**src/verilog/wbf_cfg.svh**
```systemverilog
// Purpose: Constants for the write buffer and fill path
// Assumes: Included by the package and design files
// Notes: Timing counts are in cycles of CLK
// Notes on behaviour
// - Exactly four posted write entries
// - At most one new entry per cycle
// - Empty buffer, idle bus: write bypasses
// - Bus busy: hold write, issue later
// - Cache write hit updates line immediately
// - Buffered writes retire in FIFO order
// - Read passes writes only if all hit
// - Every write goes to the bus
// - Read miss uses bus, hit stays internal
// - Cache hit returns data every cycle
// - Two independent 128-bit prefetch buffers
// - Prefetch fill: one cycle cache, four external
// - First fill word forwarded to requester
// - Cacheable miss four words, else one
`ifndef WBF_CFG_SVH
`define WBF_CFG_SVH
`define WBF_DEPTH 4
`define WBF_PTR_W 2
`define WBF_CNT_W 3
`define WBF_AW 32
`define WBF_DW 32
`define WBF_LINE_WORDS 3'h4
`define WBF_PF_W 128
`define WBF_PF_N 2
`define WBF_WORD_OFS 2
`endif

```
**src/verilog/wbf_pkg.sv**
```systemverilog
// Purpose: Types for the write buffer and fill path
// Assumes: wbf_cfg.svh holds the numbers
// Notes: Bus sequencer states plus the address and data word types
`include "wbf_cfg.svh"
package wbf_pkg;
  typedef enum logic [1:0] {
    ST_IDLE = 2'b00,
    ST_WRITE = 2'b01,
    ST_READ = 2'b10
  } wbf_state_e;
  typedef logic [`WBF_AW-1:0] wbf_addr_t;
  typedef logic [`WBF_DW-1:0] wbf_data_t;
endpackage

```
**src/verilog/wbf_prefetch.sv**
```systemverilog
// Purpose: One 128-bit prefetch buffer
// Assumes: Cache line arrives whole, bus words arrive once each in any wrap order
// Notes: Valid only once all four words are present
`timescale 1ns/1ps
`default_nettype none
`include "wbf_cfg.svh"
module wbf_prefetch (
  input wire logic clk,
  input wire logic reset,
  input wire logic line_load,
  input wire logic [`WBF_PF_W-1:0] line_data,
  input wire logic word_load,
  input wire logic [1:0] word_idx,
  input wire logic [`WBF_DW-1:0] word_data,
  input wire logic invalidate,
  output logic valid,
  output logic [`WBF_PF_W-1:0] data
);
  logic [`WBF_PF_W-1:0] data_r;
  logic valid_r;
  logic [`WBF_CNT_W-1:0] words_r;
  always_ff @(posedge clk) begin
    if (reset) begin
      data_r <= '0;
    end else if (line_load) begin
      data_r <= line_data;
    end else if (word_load) begin
      data_r[word_idx*`WBF_DW +: `WBF_DW] <= word_data;
    end
  end
  // Words counted, not indexed, so a fill that wraps mid-line still completes
  always_ff @(posedge clk) begin
    if (reset || invalidate || line_load) begin
      words_r <= '0;
    end else if (word_load) begin
      words_r <= words_r + `WBF_CNT_W'(1);
    end
  end
  always_ff @(posedge clk) begin
    if (reset || invalidate) begin
      valid_r <= 1'b0;
    end else if (line_load) begin
      valid_r <= 1'b1;
    end else if (word_load) begin
      valid_r <= (words_r + `WBF_CNT_W'(1) == `WBF_LINE_WORDS);
    end
  end
  assign valid = valid_r;
  assign data = data_r;
endmodule // wbf_prefetch
`default_nettype wire

```
**src/verilog/wbf_top.sv**
```systemverilog
// Purpose: Posted write buffer, read ordering and line fill forwarding
// Assumes: Bus grants one cycle per word on BUS_READY; cache lookups given as hit inputs
// Notes: The cache array itself is outside; this block drives its update strobes
`timescale 1ns/1ps
`default_nettype none
`include "wbf_cfg.svh"
module wbf_top (
  input wire logic CLK,
  input wire logic RESET,
  input wire logic WR_VALID,
  input wire wbf_pkg::wbf_addr_t WR_ADDR,
  input wire wbf_pkg::wbf_data_t WR_DATA,
  input wire logic WR_HIT,
  output logic WR_READY,
  output logic CACHE_WR,
  output wbf_pkg::wbf_addr_t CACHE_WR_ADDR,
  output wbf_pkg::wbf_data_t CACHE_WR_DATA,
  input wire logic RD_VALID,
  input wire wbf_pkg::wbf_addr_t RD_ADDR,
  input wire logic RD_HIT,
  input wire wbf_pkg::wbf_data_t RD_HIT_DATA,
  input wire logic RD_CACHEABLE,
  input wire logic RD_PF_SEL,
  input wire logic [`WBF_PF_W-1:0] RD_HIT_LINE,
  output logic RD_READY,
  output logic RD_DVALID,
  output wbf_pkg::wbf_data_t RD_DATA,
  output logic FILL_WR,
  output wbf_pkg::wbf_addr_t FILL_ADDR,
  output wbf_pkg::wbf_data_t FILL_DATA,
  output logic [`WBF_PF_N-1:0] PF_VALID,
  output logic [`WBF_PF_N*`WBF_PF_W-1:0] PF_DATA,
  input wire logic BUS_IDLE,
  input wire logic BUS_READY,
  input wire wbf_pkg::wbf_data_t BUS_RDATA,
  output logic BUS_REQ,
  output logic BUS_WRITE,
  output wbf_pkg::wbf_addr_t BUS_ADDR,
  output wbf_pkg::wbf_data_t BUS_WDATA,
  output logic [`WBF_CNT_W-1:0] WB_COUNT
);
  ////////////////////////////////////////////////////////////////////////////
  // four entries
  wbf_pkg::wbf_addr_t addr_mem [`WBF_DEPTH];
  wbf_pkg::wbf_data_t data_mem [`WBF_DEPTH];
  logic hit_mem [`WBF_DEPTH];
  logic [`WBF_PTR_W-1:0] rd_ptr_r;
  logic [`WBF_PTR_W-1:0] wr_ptr_r;
  logic [`WBF_CNT_W-1:0] count_r;
  wbf_pkg::wbf_state_e state_r;
  logic [1:0] beat_r;
  logic [1:0] last_beat_r;
  logic bypass_r;
  logic rd_pf_r;
  logic rd_cacheable_r;
  wbf_pkg::wbf_addr_t rd_addr_r;
  logic [`WBF_DW-1:0] bus_addr_r;
  logic [`WBF_DW-1:0] bus_wdata_r;
  logic bus_req_r;
  logic bus_write_r;
  logic rd_dvalid_r;
  wbf_pkg::wbf_data_t rd_data_r;
  logic all_hit;
  logic buf_empty;
  logic buf_full;
  logic do_bypass;
  logic push;
  logic pop;
  logic rd_start;
  logic rd_miss_req;
  logic rd_done;
  logic wr_done;

  function automatic logic [1:0] word_of(input wbf_pkg::wbf_addr_t a);
    word_of = a[`WBF_WORD_OFS +: 2];
  endfunction

  assign buf_empty = (count_r == '0);
  assign buf_full = (count_r == `WBF_CNT_W'(`WBF_DEPTH));
  // all pending writes are cache hits
  always_comb begin
    all_hit = 1'b1;
    for (int i = 0; i < `WBF_DEPTH; i++) begin
      if (i < count_r && !hit_mem[`WBF_PTR_W'(rd_ptr_r + `WBF_PTR_W'(i))]) begin
        all_hit = 1'b0;
      end
    end
  end

  ////////////////////////////////////////////////////////////////////////////
  // bypass when empty and bus idle
  assign do_bypass = WR_VALID && buf_empty && BUS_IDLE && state_r == wbf_pkg::ST_IDLE;
  assign WR_READY = !buf_full || do_bypass;
  // one entry per cycle; hold while bus busy
  assign push = WR_VALID && !buf_full && !do_bypass;
  assign rd_miss_req = RD_VALID && !RD_HIT;
  assign rd_start = rd_miss_req && state_r == wbf_pkg::ST_IDLE && !do_bypass && BUS_IDLE
                    && (buf_empty || all_hit);
  assign pop = state_r == wbf_pkg::ST_IDLE && !buf_empty && BUS_IDLE && !rd_start;
  assign rd_done = state_r == wbf_pkg::ST_READ && BUS_READY && beat_r == last_beat_r;
  assign wr_done = state_r == wbf_pkg::ST_WRITE && BUS_READY;
  // hits served without bus; every cycle
  assign RD_READY = RD_HIT || rd_done;

  // cache update at once on hit
  assign CACHE_WR = WR_VALID && WR_READY && WR_HIT;
  assign CACHE_WR_ADDR = WR_ADDR;
  assign CACHE_WR_DATA = WR_DATA;

  always_ff @(posedge CLK) begin
    if (push) begin
      addr_mem[wr_ptr_r] <= WR_ADDR;
      data_mem[wr_ptr_r] <= WR_DATA;
      hit_mem[wr_ptr_r] <= WR_HIT;
    end
  end

  always_ff @(posedge CLK) begin
    if (RESET) begin
      rd_ptr_r <= '0;
      wr_ptr_r <= '0;
      count_r <= '0;
    end else begin
      if (push) begin
        wr_ptr_r <= wr_ptr_r + 2'h1;
      end
      if (pop) begin
        rd_ptr_r <= rd_ptr_r + 2'h1;
      end
      count_r <= count_r + `WBF_CNT_W'(push) - `WBF_CNT_W'(pop);
    end
  end
  assign WB_COUNT = count_r;

  ////////////////////////////////////////////////////////////////////////////
  // every write reaches the bus
  always_ff @(posedge CLK) begin
    if (RESET) begin
      state_r <= wbf_pkg::ST_IDLE;
      bus_req_r <= 1'b0;
      bus_write_r <= 1'b0;
      bus_addr_r <= '0;
      bus_wdata_r <= '0;
      bypass_r <= 1'b0;
      beat_r <= '0;
      last_beat_r <= '0;
    end else begin
      unique case (state_r)
        wbf_pkg::ST_IDLE: begin
          if (do_bypass) begin
            state_r <= wbf_pkg::ST_WRITE;
            bus_req_r <= 1'b1;
            bus_write_r <= 1'b1;
            bus_addr_r <= WR_ADDR;
            bus_wdata_r <= WR_DATA;
            bypass_r <= 1'b1;
          end else if (rd_start) begin
            state_r <= wbf_pkg::ST_READ;
            bus_req_r <= 1'b1;
            bus_write_r <= 1'b0;
            bus_addr_r <= RD_ADDR;
            beat_r <= word_of(RD_ADDR);
            last_beat_r <= RD_CACHEABLE ? word_of(RD_ADDR) - 2'h1 : word_of(RD_ADDR);
          end else if (pop) begin
            state_r <= wbf_pkg::ST_WRITE;
            bus_req_r <= 1'b1;
            bus_write_r <= 1'b1;
            bus_addr_r <= addr_mem[rd_ptr_r];
            bus_wdata_r <= data_mem[rd_ptr_r];
            bypass_r <= 1'b0;
          end
        end
        wbf_pkg::ST_WRITE: begin
          if (wr_done) begin
            state_r <= wbf_pkg::ST_IDLE;
            bus_req_r <= 1'b0;
          end
        end
        wbf_pkg::ST_READ: begin
          if (BUS_READY) begin
            beat_r <= beat_r + 2'h1;
            bus_addr_r[`WBF_WORD_OFS +: 2] <= beat_r + 2'h1;
            if (rd_done) begin
              state_r <= wbf_pkg::ST_IDLE;
              bus_req_r <= 1'b0;
            end
          end
        end
        default: begin
          state_r <= wbf_pkg::ST_IDLE;
          bus_req_r <= 1'b0;
        end
      endcase
    end
  end
  assign BUS_REQ = bus_req_r;
  assign BUS_WRITE = bus_write_r;
  assign BUS_ADDR = bus_addr_r;
  assign BUS_WDATA = bus_wdata_r;

  ////////////////////////////////////////////////////////////////////////////
  // Read request latches for the fill
  always_ff @(posedge CLK) begin
    if (RESET) begin
      rd_pf_r <= 1'b0;
      rd_cacheable_r <= 1'b0;
      rd_addr_r <= '0;
    end else if (rd_start) begin
      rd_pf_r <= RD_PF_SEL;
      rd_cacheable_r <= RD_CACHEABLE;
      rd_addr_r <= RD_ADDR;
    end
  end

  always_ff @(posedge CLK) begin
    if (RESET) begin
      rd_dvalid_r <= 1'b0;
      rd_data_r <= '0;
    end else if (RD_VALID && RD_HIT) begin
      rd_dvalid_r <= 1'b1;
      rd_data_r <= RD_HIT_DATA;
    end else if (state_r == wbf_pkg::ST_READ && BUS_READY && beat_r == word_of(rd_addr_r)) begin
      rd_dvalid_r <= 1'b1;
      rd_data_r <= BUS_RDATA;
    end else begin
      rd_dvalid_r <= 1'b0;
    end
  end
  assign RD_DVALID = rd_dvalid_r;
  assign RD_DATA = rd_data_r;

  assign FILL_WR = state_r == wbf_pkg::ST_READ && BUS_READY && rd_cacheable_r;
  assign FILL_ADDR = {rd_addr_r[`WBF_AW-1:`WBF_WORD_OFS+2], beat_r, 2'h0};
  assign FILL_DATA = BUS_RDATA;

  ////////////////////////////////////////////////////////////////////////////
  // two independent prefetch buffers
  for (genvar g = 0; g < `WBF_PF_N; g++) begin : g_pf
    wbf_prefetch u_pf (
      .clk(CLK),
      .reset(RESET),
      .line_load(RD_VALID && RD_HIT && RD_PF_SEL == g[0]),
      .line_data(RD_HIT_LINE),
      .word_load(FILL_WR && rd_pf_r == g[0]),
      .word_idx(beat_r),
      .word_data(BUS_RDATA),
      .invalidate(rd_start && RD_PF_SEL == g[0]),
      .valid(PF_VALID[g]),
      .data(PF_DATA[g*`WBF_PF_W +: `WBF_PF_W])
    );
  end

  ////////////////////////////////////////////////////////////////////////////
  // read may not pass a missing write
  AST_READ_ORDER: assert property (@(posedge CLK) disable iff (RESET)
    $rose(BUS_REQ) && !BUS_WRITE |-> $past(buf_empty || all_hit))
    else $error("Read passed a pending miss write");
  AST_FULL_STALL: assert property (@(posedge CLK) disable iff (RESET)
    WB_COUNT == 3'h4 |-> !WR_READY) else $error("Write accepted while full");
  AST_DEPTH: assert property (@(posedge CLK) disable iff (RESET)
    count_r <= `WBF_CNT_W'(`WBF_DEPTH)) else $error("Buffer over depth");
  // popped entry goes to bus next cycle
  AST_FIFO_ORDER: assert property (@(posedge CLK) disable iff (RESET)
    pop |=> BUS_WRITE && BUS_REQ && BUS_ADDR == $past(addr_mem[rd_ptr_r]))
    else $error("Buffered write out of order");
  // bypass starts bus write without buffering
  AST_BYPASS: assert property (@(posedge CLK) disable iff (RESET)
    do_bypass |=> BUS_REQ && BUS_WRITE && WB_COUNT == 3'h0) else $error("Bypass failed");
  AST_HIT_NO_BUS: assert property (@(posedge CLK) disable iff (RESET)
    RD_VALID && RD_HIT && state_r == wbf_pkg::ST_IDLE |-> RD_READY ##1 (!BUS_REQ || BUS_WRITE))
    else $error("Hit read used the bus");
  AST_SINGLE_BEAT: assert property (@(posedge CLK) disable iff (RESET)
    state_r == wbf_pkg::ST_READ && !rd_cacheable_r && BUS_READY |=> !BUS_REQ)
    else $error("Extra beat");
  // busy bus holds write in buffer
  AST_HOLD: assert property (@(posedge CLK) disable iff (RESET)
    WR_VALID && WR_READY && !BUS_IDLE |=> WB_COUNT != 3'h0) else $error("Write lost");
endmodule // wbf_top
`default_nettype wire
```
**config.mk**
```make
export PLATFORM = sky130hd
export DESIGN_NAME = wbf_top
export DESIGN_NICKNAME = d
export VERILOG_FILES = /design/src/verilog/wbf_pkg.sv /design/src/verilog/wbf_prefetch.sv /design/src/verilog/wbf_top.sv
export VERILOG_INCLUDE_DIRS = /design/src /design/src/verilog
export SDC_FILE = /design/constraint.sdc
export NUM_CORES = 1
export LEC_CHECK = 0
export BUFFER_PORTS_ARGS = -buffer_cell sky130_fd_sc_hd__buf_2
export CELL_PAD_IN_SITES_DETAIL_PLACEMENT = 0
export CELL_PAD_IN_SITES_GLOBAL_PLACEMENT = 1
export CORE_UTILIZATION = 30
export DETAILED_ROUTE_END_ITERATION = 8
export HOLD_SLACK_MARGIN = 0.08
export PLACE_DENSITY = 0.67
export REMOVE_ABC_BUFFERS = 1
export SYNTH_ARGS = -nofsm -noshare
export SYNTH_HDL_FRONTEND = slang
export SYNTH_SLANG_ARGS = --single-unit
export TNS_END_PERCENT = 50
```
**constraint.sdc**
```tcl
create_clock -name CLK -period 6.5 [get_ports CLK]
set_input_delay 0.325 -clock CLK [delete_from_list [all_inputs] [get_ports CLK]]
set_output_delay 0.325 -clock CLK [all_outputs]
set_load 0.02 [all_outputs]
```
==> out/summary.txt <==
Post-layout nets: 3942
DRT Pass-1 Iters: 8
Drt initial violations: 2570
RR Endpoint: BUS_ADDR[1]
Post_cts resized: 0
Initial antenna violation count: 16
Full die area: 0.09832 mm2
Commonest non-fill, non-tap cell in the layout: buf_2
Sw frac: 31.89%
Latest clock arrival within the worst-skew pair: 0.66 ns
Layout area overhead: 33.80%
WHS Path Cells: 3
Fin worst setup slack: 2.275 ns
Final count of negative-setup-slack endpoints: 0
Netlist Area Pre-Place: 0.02912 mm2
Gate Count Post-Synth: 2811
WP buf/inv: 2
Leakage: 15.13 nW
Largest net degree at the start of global routing: 184
TritonCTS buffer count: 76
Post-synth top area share: 28.19%
Num rows: 113
Grt total ovfl: 0
Vias in the first global route: 25110
FF-to-FF setup slack: 2.28 ns
Routability cong.: 0.8456
ANT nets after route: 0
Startpoint types: flop
Wirelength per Cell: 24.43 um
First-pass GRT wire length: 174300 um
Placement Setup Slack: 2.771 ns
Total Negative Setup Slacks: 0 ns
Number of enable flip-flop cells after synthesis: 260
Crit end category: flop
GRT Overall Usage: 23.69%
Worst path top cell family by delay: buffers and inverters
Initial core utilization: 30.47%
Biggest area consumer among synthesized cells: dfxtp_1
Mean Syn Cell Area: 10.36 um2
Core box area: 0.09558 mm2
Number of library cell types mapped by synthesis: 60
P_int: 8.692 mW
CP peak stage delay: 1.05 ns
Period Utilization, post-route: 64.99%
Overall power: 12.76 mW
Async SR Flop Fraction: 0%
Routed Wire Length: 121300 um
Register bit count reported by yosys: 670
Max-cap violations: 0
Root buf cell: clkbuf_16
Chip height: 313.6 um
Peak VDD IR: 265.4 uV
Layout cells sized above 1: 28.48%
Final max-slew violation count: 0
Worst Path Max Fanout: 66
Top cells by area, synth: dfxtp_1 28%, edfxtp_1 27%, a311oi_1 8.7%
Post-synth top flop: dfxtp_1
Pwr/cell area: 327.5 mW/mm2
Post-CTS Hold Buffers: 341
Status: completed
Post-detail-place hpwl: 76770 um
Crit path time final: 4.225 ns
Gate power share: 24.0%
Psw: 4.069 mW
Post-CTS Setup Bufs: 0
Clk buf depth: 3
Final hold violation count: 0
# port buffers: 787
Fillers: 9396
Sinks on Clock Net: 670
Reg2reg path depth: 8
Fmax: 0.2367 GHz
Worst min-delay path class: in -> reg
Vias/cell: 5.259
Synth Warn #: 0
Commonest cells after routing, fill and taps aside: 786 x buf_2, 408 x dfxtp_1, 341 x dlygate4sd3_1
H-tree levels: 3
Horiz. Die Dim: 313.6 um
Worst Max-Slew Pin Slew: 1.219 ns
WHS Endpoint: g_pf[1].u_pf.data[75]
Register area share after synthesis: 55.00%
Clock tree from TritonCTS: yes
Critical Path AT: 4.83 ns
Critical path required time: 7.10 ns
Setup CP Type: reg -> reg
RSZ-0062 raised after global routing: false
Drt drc: 0
Crit path max-delay cell type: dfxtp_4
Worst hold start: BUS_RDATA[11]
# IOs: 790
Relative slew slack: 18.73%
Clock-pin slew on the worst setup and hold paths: 0.06 ns
Layout Skew: 0.04923 ns
Flop pwr share: 40.5%
Clock share of power: 35.5%
Crit path cell chain: mux2i_1, o221ai_2, a31oi_2, or3_4, buf_4, a22oi_1, a21oi_1, dlygate4sd3_1
DR vias: 26110
[routing by layer]
metal / GRT usage [%] / wire, um / vias up
met3: 5.621 / 9722 / 239
met1: 30.77 / 50580 / 12780
met5: 0 / 99 / -
met4: 10.17 / 4999 / 16
li1: - / - / 11930
met2: 37.59 / 55870 / 1144
[worst max-delay path by stage]
stage / from / to / cells after the start
after detailed placement: flop / rd_addr_r[4] / 7
after global routing: flop / BUS_ADDR[0] / 8
final: flop / BUS_ADDR[1] / 8
after CTS: flop / BUS_ADDR[0] / 8
after global placement: flop / rd_addr_r[4] / 7
after floorplan: beat_r[0] / g_pf[0].u_pf.data[100] / 5
[cells by family (layout without fill, tap and decap cells)]
group,after synthesis,after routing,synth area share (%)
and+or+nand+nor,1049,1049,15.85
DFF,670,670,55.00
AOI/OAI and AO/OA,520,520,13.92
buffers and inverters,438,1316,7.798
muxes,102,102,6.256
adders and majority gates,16,16,0.7132
xor gates and xnor gates,15,15,0.4512
other,1,11,0.01288
[synthesized netlist by cell type, drive strengths merged, types with 11 or more instances]
master  count
a211oi     37
a21oi      68
a22o       30
a22oi      31
a311oi    288
and2       11
buf       198
clkbuf    229
dfxtp     410
edfxtp    260
ha         15
inv        11
mux2i      38
mux4       64
nand2     318
nand3     291
nand4      32
nor2      336
nor3       15
o21ai      40
[area by class of cell]
| cell class | count | area, um2 | area share (%) |
|---|---|---|---|
| diodes | 9 | 22.52 | 0.05780 |
| flip-flops and latches | 670 | 16020 | 41.12 |
| well taps | 1265 | 1583 | 4.062 |
| repair buffers | 1165 | 7677 | 19.70 |
| multi-input cells | 1704 | 10990 | 28.22 |
| clock buffers | 113 | 2233 | 5.732 |
| inverters | 11 | 41.29 | 0.1060 |
| clock inverters | 27 | 389.1 | 0.9987 |
[power by group through the flow]
stage | registers [mW] | logic (mW) | clock network [mW]
2_1_floorplan | 5.57 | 1.36 | 0
3_3_place_gp | 5.25 | 2.90 | 0
3_5_place_dp | 5.26 | 2.91 | 0
4_1_cts | 5.17 | 3.09 | 4.61
5_1_grt | 5.22 | 3.29 | 4.78
6_report | 5.16 | 3.07 | 4.53
[tightest hold or removal path, stage by stage]
cell and delay [ns]:
buf_2 0.21, nand3_1 0.11, a311oi_1 0.08
[metrics by stage]
stage | std cells | utilization [%] | hold WS (ns) | area [um2]
2_1_floorplan | 2385 | - | 0.3941 | 26890
3_3_place_gp | 4474 | 34.43 | 0.4549 | 32910
3_5_place_dp | 4474 | 34.43 | 0.4557 | 32910
4_1_cts | 4955 | 40.74 | 0.08010 | 38940
5_1_grt | 4960 | 40.76 | 0.1012 | 38950
6_report | 4964 | 40.77 | 0.1253 | 38960
[sequential cells by signal (all words and copies together), names as in the netlist, 3 cells and up, named ones only]
name               flops
BUS_WDATA             32
RD_DATA               32
g_pf.u_pf.data       256
data_mem             128
g_pf.u_pf.words_r      6
BUS_ADDR              32
rd_addr_r             30
addr_mem             128
hit_mem                4
WB_COUNT               3
(Power assumes the default switching activity.)
